File: src/switch_reset_regs.svh
`ifndef SWITCH_RESET_REGS_SVH
`define SWITCH_RESET_REGS_SVH

// ==========================================
// Register offsets (byte addresses)
`define CTRL_OFS 12'h000
`define STATUS_OFS 12'h004
`define DSBR_OFS 12'h008
`define STICKY_OFS 12'h00C
`define SCRATCH_OFS 12'h010

// ==========================================
// Control register fields
`define CTRL_SOFT_BIT 0
`define CTRL_HOT_BIT 1
`define CTRL_USBR_BIT 2

// ==========================================
// Port layout
`define NPORTS 16
`define UP_PORT 0
`define UP_MASK 16'h0001

// ==========================================
// Switch mode strap codes
`define MODE_NORMAL_CODE 4'h0
`define MODE_EEPROM_CODE 4'h1

// ==========================================
// Reset values
`define STRAP_RST 4'h0
`define STICKY_RST 32'h00000000
`define SCRATCH_RST 32'h00000000
`define DSBR_RST 16'h0000

`endif

File: src/switch_reset_pkg.sv
package switch_reset_pkg;
`include "switch_reset_regs.svh"

	// ==========================================
	// Sequencer states, one-hot
	typedef enum logic [5:0] {
		ST_WAIT = 6'h01,
		ST_LATCH = 6'h02,
		ST_DECODE = 6'h04,
		ST_PHY = 6'h08,
		ST_TRAIN = 6'h10,
		ST_RUN = 6'h20
	} seq_state_t;

	// Decoded operating mode
	typedef enum logic [1:0] {
		OPM_NORMAL = 2'h0,
		OPM_EEPROM = 2'h1,
		OPM_RESERVED = 2'h2
	} op_mode_t;

	// Status register layout
	typedef struct packed {
		logic [17:0] zero;
		logic eeprom;
		logic rsvd;
		logic [3:0] mode;
		logic cause_pin;
		logic cold;
		seq_state_t st;
	} status_t;

	// Strap value to operating mode
	function automatic op_mode_t decode_mode(input logic [3:0] code);
		op_mode_t m;
		m = OPM_RESERVED;
		if (code == `MODE_NORMAL_CODE) begin
			m = OPM_NORMAL;
		end else if (code == `MODE_EEPROM_CODE) begin
			m = OPM_EEPROM;
		end
		return m;
	endfunction

endpackage

File: src/pin_sync.sv
`timescale 1ns/1ps
// ==========================================
// Two-flop synchroniser for pin levels
module pin_sync #(
	parameter int W = 1
) (
	// Clock and reset
	input wire logic clk,
	input wire logic rst_n,
	// Data
	input wire logic [W-1:0] d,
	output logic [W-1:0] q
);
	logic [W-1:0] meta_r; // First stage, read only by q

	// Two stages, both reset to zero
	always_ff @(posedge clk or negedge rst_n) begin
		if (!rst_n) begin
			meta_r <= '0;
			q <= '0;
		end else begin
			meta_r <= d;
			q <= meta_r;
		end
	end
endmodule

File: src/strap_latch.sv
`timescale 1ns/1ps
`include "switch_reset_regs.svh"
// ==========================================
// Boot strap holding register
module strap_latch
	import switch_reset_pkg::*;
(
	// Clock and reset
	input wire logic clk,
	input wire logic rst_n,
	// Capture
	input wire logic load,
	input wire logic [3:0] d,
	output logic [3:0] q
);
	// Keeps the last capture until the next load
	always_ff @(posedge clk or negedge rst_n) begin
		if (!rst_n) begin
			q <= `STRAP_RST;
		end else if (load) begin
			q <= d;
		end
	end
endmodule

File: src/switch_reset_sequencer.sv
`timescale 1ns/1ps
`include "switch_reset_regs.svh"
module switch_reset_sequencer
	import switch_reset_pkg::*;
(
	// Clock and reset
	input wire logic CLK,
	input wire logic RST_N,
	// Board pins
	input wire logic BOARD_RESET_PIN_N,
	input wire logic [3:0] SWITCH_MODE_STRAPS,
	// APB slave
	input wire logic PSEL,
	input wire logic PENABLE,
	input wire logic PWRITE,
	input wire logic [11:0] PADDR,
	input wire logic [31:0] PWDATA,
	output logic [31:0] PRDATA,
	output logic PREADY,
	output logic PSLVERR,
	// Hot reset request from upstream link
	input wire logic HOT_RST_REQ,
	// PLL and transceiver bring-up
	output logic PHY_INIT_REQ,
	input wire logic PHY_INIT_DONE,
	// Sequence results
	output logic CORE_RST_N,
	output logic LINK_TRAIN_START,
	output logic [3:0] SWITCH_MODE,
	output logic EEPROM_INIT_EN,
	output logic MODE_RESERVED,
	output logic COLD_RESET,
	// Bridge and link hot resets
	output logic [`NPORTS-1:0] HOT_RST,
	output logic [`NPORTS-1:0] LINK_HOT_RST
);
	// ==========================================
	// Declarations
	logic pin_s; // Synchronised reset pin level
	logic [3:0] straps_s; // Synchronised straps
	logic [3:0] latched; // Held strap value
	logic strap_load; // Capture strobe
	seq_state_t st_r; // Sequencer state
	logic cause_pin_r; // Current reset came from pin
	logic power_up_r; // No sequence has reached the latch step since power-on
	logic soft_r; // Soft fundamental reset bit
	logic hot_r; // Hot reset pulse from software
	logic usbr_r; // Upstream secondary bus reset
	logic [`NPORTS-1:0] dsbr_r; // Downstream bus resets
	logic [31:0] sticky_r; // Sticky scratch
	logic [31:0] scratch_r; // Non-sticky scratch
	logic pready_r;
	logic pslverr_r;
	logic [31:0] prdata_r;
	logic phy_req_r;
	logic core_rst_n_r;
	logic train_r;
	logic [3:0] mode_r;
	logic eeprom_r;
	logic rsvd_r;
	logic cold_r;
	logic [`NPORTS-1:0] hot_rst_r;
	logic [`NPORTS-1:0] link_hot_r;
	logic acc; // First access cycle
	logic wr; // Write commit edge
	logic fund; // Fundamental reset in force
	logic hot_p; // Hot reset event
	op_mode_t dec; // Decoded latched mode
	status_t stat; // Status word

	// ==========================================
	// Pin synchronisers
	// two-flop reset pin
	pin_sync #(.W(1)) u_pin_sync (
		.clk(CLK),
		.rst_n(RST_N),
		.d(BOARD_RESET_PIN_N),
		.q(pin_s)
	);

	// Straps arrive asynchronously too
	pin_sync #(.W(4)) u_strap_sync (
		.clk(CLK),
		.rst_n(RST_N),
		.d(SWITCH_MODE_STRAPS),
		.q(straps_s)
	);

	assign strap_load = (st_r == ST_LATCH) && cause_pin_r;

	strap_latch u_strap_latch (
		.clk(CLK),
		.rst_n(RST_N),
		.load(strap_load),
		.d(straps_s),
		.q(latched)
	);

	// ==========================================
	// Common terms
	assign acc = PSEL && PENABLE && !pready_r;
	assign wr = PSEL && PENABLE && pready_r && PWRITE;
	assign fund = (st_r == ST_WAIT);
	assign hot_p = hot_r || HOT_RST_REQ;
	assign dec = decode_mode(latched);

	// Status word
	always_comb begin
		stat = '0;
		stat.eeprom = eeprom_r;
		stat.rsvd = rsvd_r;
		stat.mode = mode_r;
		stat.cause_pin = cause_pin_r;
		stat.cold = cold_r;
		stat.st = st_r;
	end

	// ==========================================
	// Reset sequencer
	always_ff @(posedge CLK or negedge RST_N) begin
		if (!RST_N) begin
			st_r <= ST_WAIT;
			cause_pin_r <= 1'b1;
		end else if (!pin_s) begin
			st_r <= ST_WAIT;
			cause_pin_r <= 1'b1;
		end else if (soft_r) begin
			st_r <= ST_WAIT;
			cause_pin_r <= 1'b0;
		end else begin
			unique case (st_r)
				ST_WAIT: begin
					st_r <= ST_LATCH;
				end
				ST_LATCH: begin
					st_r <= ST_DECODE;
				end
				ST_DECODE: begin
					st_r <= ST_PHY;
				end
				ST_PHY: begin
					if (PHY_INIT_DONE) begin
						st_r <= ST_TRAIN;
					end
				end
				ST_TRAIN: begin
					st_r <= ST_RUN;
				end
				ST_RUN: begin
					st_r <= ST_RUN;
				end
				default: begin
					st_r <= ST_WAIT;
				end
			endcase
		end
	end

	// ==========================================
	// Cold or warm classification
	always_ff @(posedge CLK or negedge RST_N) begin
		if (!RST_N) begin
			power_up_r <= 1'b1;
			cold_r <= 1'b0;
		end else if (st_r == ST_LATCH) begin
			cold_r <= cause_pin_r && power_up_r;
			power_up_r <= 1'b0;
		end
	end

	// ==========================================
	// Mode decode outputs
	always_ff @(posedge CLK or negedge RST_N) begin
		if (!RST_N) begin
			mode_r <= `STRAP_RST;
			eeprom_r <= 1'b0;
			rsvd_r <= 1'b0;
		end else if (st_r == ST_DECODE) begin
			mode_r <= latched;
			eeprom_r <= (dec == OPM_EEPROM);
			rsvd_r <= (dec == OPM_RESERVED);
		end
	end

	// ==========================================
	// Bring-up handshakes and core reset
	always_ff @(posedge CLK or negedge RST_N) begin
		if (!RST_N) begin
			phy_req_r <= 1'b0;
			train_r <= 1'b0;
			core_rst_n_r <= 1'b0;
		end else begin
			phy_req_r <= (st_r == ST_DECODE) || ((st_r == ST_PHY) && !PHY_INIT_DONE);
			train_r <= (st_r == ST_TRAIN);
			core_rst_n_r <= ((st_r == ST_TRAIN) || (st_r == ST_RUN)) && pin_s && !soft_r;
		end
	end

	// ==========================================
	// Control register and bus resets
	always_ff @(posedge CLK or negedge RST_N) begin
		if (!RST_N) begin
			soft_r <= 1'b0;
			hot_r <= 1'b0;
			usbr_r <= 1'b0;
			dsbr_r <= `DSBR_RST;
		end else begin
			soft_r <= wr && (PADDR == `CTRL_OFS) && PWDATA[`CTRL_SOFT_BIT];
			hot_r <= wr && (PADDR == `CTRL_OFS) && PWDATA[`CTRL_HOT_BIT];
			if (fund || hot_p) begin
				// Bus reset bits are not sticky
				usbr_r <= 1'b0;
				dsbr_r <= `DSBR_RST;
			end else if (wr && (PADDR == `CTRL_OFS)) begin
				usbr_r <= PWDATA[`CTRL_USBR_BIT];
			end else if (wr && (PADDR == `DSBR_OFS)) begin
				dsbr_r <= PWDATA[`NPORTS-1:0];
			end
		end
	end

	// ==========================================
	// Sticky and non-sticky storage
	always_ff @(posedge CLK or negedge RST_N) begin
		if (!RST_N) begin
			sticky_r <= `STICKY_RST;
		end else if (fund) begin
			sticky_r <= `STICKY_RST;
		end else if (wr && (PADDR == `STICKY_OFS)) begin
			sticky_r <= PWDATA;
		end
	end

	// Cleared by either reset kind
	always_ff @(posedge CLK or negedge RST_N) begin
		if (!RST_N) begin
			scratch_r <= `SCRATCH_RST;
		end else if (fund || hot_p) begin
			scratch_r <= `SCRATCH_RST;
		end else if (wr && (PADDR == `SCRATCH_OFS)) begin
			scratch_r <= PWDATA;
		end
	end

	// ==========================================
	// Bridge and link hot reset outputs
	always_ff @(posedge CLK or negedge RST_N) begin
		if (!RST_N) begin
			hot_rst_r <= '1;
			link_hot_r <= '0;
		end else begin
			hot_rst_r <= {`NPORTS{fund || hot_p}} | ({`NPORTS{usbr_r}} & ~`UP_MASK);
			link_hot_r <= dsbr_r & ~`UP_MASK;
		end
	end

	// ==========================================
	// APB slave, one wait state
	always_ff @(posedge CLK or negedge RST_N) begin
		if (!RST_N) begin
			pready_r <= 1'b0;
			pslverr_r <= 1'b0;
			prdata_r <= 32'h00000000;
		end else begin
			pready_r <= acc;
			pslverr_r <= 1'b0;
			prdata_r <= 32'h00000000;
			if (acc) begin
				unique case (PADDR)
					`CTRL_OFS: begin
						prdata_r <= PWRITE ? 32'h0 : {29'h0, usbr_r, hot_r, soft_r};
					end
					`STATUS_OFS: begin
						prdata_r <= PWRITE ? 32'h0 : stat;
					end
					`DSBR_OFS: begin
						prdata_r <= PWRITE ? 32'h0 : {16'h0000, dsbr_r};
					end
					`STICKY_OFS: begin
						prdata_r <= PWRITE ? 32'h0 : sticky_r;
					end
					`SCRATCH_OFS: begin
						prdata_r <= PWRITE ? 32'h0 : scratch_r;
					end
					// Unmapped address
					default: begin
						pslverr_r <= 1'b1;
					end
				endcase
			end
		end
	end

	// ==========================================
	// Output wiring
	assign PRDATA = prdata_r;
	assign PREADY = pready_r;
	assign PSLVERR = pslverr_r;
	assign PHY_INIT_REQ = phy_req_r;
	assign CORE_RST_N = core_rst_n_r;
	assign LINK_TRAIN_START = train_r;
	assign SWITCH_MODE = mode_r;
	assign EEPROM_INIT_EN = eeprom_r;
	assign MODE_RESERVED = rsvd_r;
	assign COLD_RESET = cold_r;
	assign HOT_RST = hot_rst_r;
	assign LINK_HOT_RST = link_hot_r;
endmodule

File: config.mk
export PLATFORM = sky130hd
export DESIGN_NAME = switch_reset_sequencer
export DESIGN_NICKNAME = d
export VERILOG_FILES = /design/src/switch_reset_pkg.sv /design/src/pin_sync.sv /design/src/strap_latch.sv /design/src/switch_reset_sequencer.sv
export VERILOG_INCLUDE_DIRS = /design/src
export SDC_FILE = /design/constraint.sdc
export NUM_CORES = 1
export LEC_CHECK = 0
export BUFFER_PORTS_ARGS = -buffer_cell sky130_fd_sc_hd__clkbuf_2
export CAP_MARGIN = 20
export CORE_MARGIN = 4
export CORE_UTILIZATION = 50
export CTS_CLUSTER_SIZE = 8
export DETAILED_ROUTE_END_ITERATION = 12
export PLACE_DENSITY_LB_ADDON = 0.1
export SLEW_MARGIN = 25
export SYNTH_ARGS = -nofsm -noshare
export SYNTH_HDL_FRONTEND = slang
export SYNTH_SLANG_ARGS = --single-unit
File: constraint.sdc
create_clock -name CLK -period 2.15 [get_ports CLK]
set_clock_uncertainty 0.1 [all_clocks]
set_input_delay 0.3225 -clock CLK [delete_from_list [all_inputs] [get_ports CLK]]
set_output_delay 0.3225 -clock CLK [all_outputs]
set_load 0.01 [all_outputs]
==> results.yml <==
logic_synthesis:
  synth.most_common_cell: "dfrtp_1"
  ys.flop_type: "dfrtp_1"
  syn_area_per_cell_sq_um: 10.3
  synth.area.top_cells: "dfrtp_1 57%, a21oi_1 6.6%, o21ai_0 6.2%"
  yosysTopAreaCell: "dfrtp_1"
  ys_warn_count: 0
  ys_top_cells_by_count: "161 x dfrtp_1, 93 x a21oi_1, 88 x o21ai_0"
  ys_seq_area_share_pct: 59.0
  synth_nets: 744
  syn_inst: 688
  yosys.area.top_type_share_pct: 57.1
  async_flop_share_pct: 100
  yosysUniqueCellTypes: 45
  synth-edff-count: 0
  synth_area_sq_um: 7050
  ys_ff_latch: 166
placed_design:
  io_buffers: 130
  dpl.hpwl_microns: 12100
  gp_congestion: 0.807
sta:
  tightest_slew_ns: 0.573
  fmax_mhz: 523
  finalHoldViolations: 0
  post-route-period-util_pct: 88.9
  maxSlewViolCount: 0
  period_needed_ns: 1.91
  rsz0062_at_grt: "false"
  max_slew_margin_pct: 61.7
  setup_viol: 0
  tns_ns: 0
critical_path:
  crit_required_ns: 2.35
  rrSetupSlack_ns: 0.24
  critical_path.top_delay_family: "simple AND/OR/NAND/NOR gates"
  slowest_delay_ns: 0.59
  critPathLaunchType: "flop"
  reg2reg_to: "st_r[2]$_DFFE_PN0P_"
  critPathMaxFanout: 8
  worstSetupPathType: "reg -> reg"
  r2r-start: "st_r[1]$_DFFE_PN0P_"
  end_kind: "flop"
  ff2ff_path_depth: 4
  arrival_ns: 2.11
  path_cells: "or4b_1, or4_1, nand2b_1, nor2_1"
  cp_num_buf_inv: 0
  cp_slowest_cell: "or4b_1"
clocking:
  ctsLongestPathBuffers: 2
  cts.clk_slew.worst_paths_ns: 0.06
  cts_setup_buffers: 0
  cts.repair.resized: 0
  htree_levels: 4
  root_buffer: "clkbuf_16"
  cts_buffers: 17
  cts_tree: "done"
  clk_latency_ns: 0.42
  clock_sinks: 166
final_layout:
  fill_cells: 1151
  nNetsFinal: 857
  n_antenna_cell: 0
  area_growth_pct: 21.9
  final_util_pct: 62.2
  drive_gt1_share_pct: 26.8
floorplan:
  initial_core_util_pct: 51.0
  core_sq_um: 13800
  dieArea_sq_um: 16100
  ios: 132
  die_h_microns: 127
  fp.dieW_microns: 127
  num_rows: 43
power:
  p_clk_share_pct: 41.3
  comb_power_share_pct: 13.5
  switching_share_pct: 26.0
  internal_power_w: 0.00555
  p_switching_w: 0.00195
  pwr_density_cell_nw_per_um2: 873
  ir_drop_mv: 0.538
  total_leakage_power_nw: 3.76
  p_seq_share_pct: 45.2
min_path:
  hold_path_class: "in -> reg"
  hp-start: "PHY_INIT_DONE"
  min_to: "st_r[4]$_DFFE_PN0P_"
  holdPathStages: 3
flow_run:
  maxCapViolations: 0
route:
  wl_microns: 18300
  antenna_left: 0
  drt_iter0_markers: 525
  dr.pass1.iters: 5
  route.detailed.drc: 0
  vias_per_cell: 5.83
  dr_total_vias: 5796
  wire_per_inst_microns: 18.4
grt:
  global_route.overflow_total: 0
  antenna_found_initial: 0
  grt_max_degree: 51
  grt_pass1_vias: 5820
  grtUsageTotal_pct: 23.4
  grt_pass1_wl_microns: 30100
status:
  status: "complete, no violations"
-- tightest hold or removal path: stages --
cell,delay (ns)
clkbuf_2,0.09
nand2_1,0.05
nor2_1,0.03
-- registers in the layout, indices dropped and copies added (netlist names), 2 cells and up --
register             flops
HOT_RST                  2
u_strap_latch.q          4
sticky_r                32
PRDATA                  32
u_strap_sync.meta_r      4
st_r                     6
LINK_HOT_RST            15
dsbr_r                  16
u_strap_sync.q           4
scratch_r               32
SWITCH_MODE              4
-- logic make-up after synthesis --
kind of cell    share of synthesized area, %
simple gates                            14.4
buf+inv                                 5.64
mux                                     2.32
compound gates                          18.4
xor+xnor                               0.248
other cells                           0.0532
flops                                   59.0
-- cell usage in the layout, fill, tap and decap left out, types with 5 or more instances in the layout --
cell / instances
nor2b_1: 12
a32oi_1: 11
dfrtp_1: 161
o21ai_0: 88
nand4_1: 5
nor2_1: 27
buf_4: 26
dfstp_2: 5
nand3_1: 80
a22oi_1: 21
mux2_2: 11
clkbuf_16: 17
a21oi_1: 93
clkbuf_2: 129
buf_12: 9
dlygate4sd3_1: 6
nand2_1: 33
a21o_1: 11
-- power groups by stage --
stage,Clock (W),Sequential (W),Combinational (W)
6_report,0.00310,0.00339,0.00102
3_5_place_dp,0,0.00345,0.00101
2_1_floorplan,0,0.00341,0.000623
4_1_cts,0.00315,0.00339,0.00102
5_1_grt,0.00329,0.00342,0.00110
3_3_place_gp,0,0.00344,0.00100
-- stage by stage --
stage	setup WS [ns]	hold WS (ns)	cells	cell area [sq um]	power, W
after global placement	0.137	0.200	956	7940	0.00444
after floorplan	0.317	-0.0731	688	7050	0.00403
after CTS	0.236	0.000203	994	8600	0.00756
final	0.239	0.0164	994	8600	0.00751
after detailed placement	0.0608	0.205	956	7940	0.00446
after global routing	0.0545	0.0322	994	8600	0.00781
-- routing by layer --
metal  wire (microns)  global-route usage, %  part of all wire (%)  vias to the layer above
met3             1530                   4.08                   8.3                       23
met5                0                      0                     0                        -
met2             8520                   35.6                    47                      278
met1             7980                   34.3                    44                     2834
met4              268                   7.89                   1.5                        0
li1                 -                      -                     -                     2661
-- what timing repair did --
action                     4_1_cts  5_1_grt
hold buffers                     6        0
setup endpoints to repair        0        0
hold endpoints to repair        50        0
-- how the worst max path moves through the flow --
stage / startpoint / to / slack (ns) / cells after the start
finish: st_r[1]$_DFFE_PN0P_ / st_r[2]$_DFFE_PN0P_ / 0.24 / 4
global route: st_r[4]$_DFFE_PN0P_ / u_strap_latch.q[2]$_DFFE_PN0P_ / 0.05 / 4
CTS: st_r[2]$_DFFE_PN0P_ / st_r[2]$_DFFE_PN0P_ / 0.24 / 4
detailed placement: PADDR[4] / scratch_r[8]$_DFFE_PN0P_ / 0.06 / 6
global placement: PADDR[9] / PRDATA[3]$_DFF_PN0_ / 0.14 / 7
floorplan: st_r[1]$_DFFE_PN0P_ / st_r[2]$_DFFE_PN0P_ / 0.32 / 5
-- cell type report --
class	count	area, sq um	share of cell area, %
Timing Repair Buffer	171	1090	12.7
Clock inverter	8	123	1.43
Clock buffer	24	482	5.60
Tap cell	180	225	2.62
Sequential cell	166	4160	48.4
Multi-Input combinational cell	441	2500	29.1
Inverter	4	15.0	0.175
No activity file was read; power rests on OpenSTA's default activity.
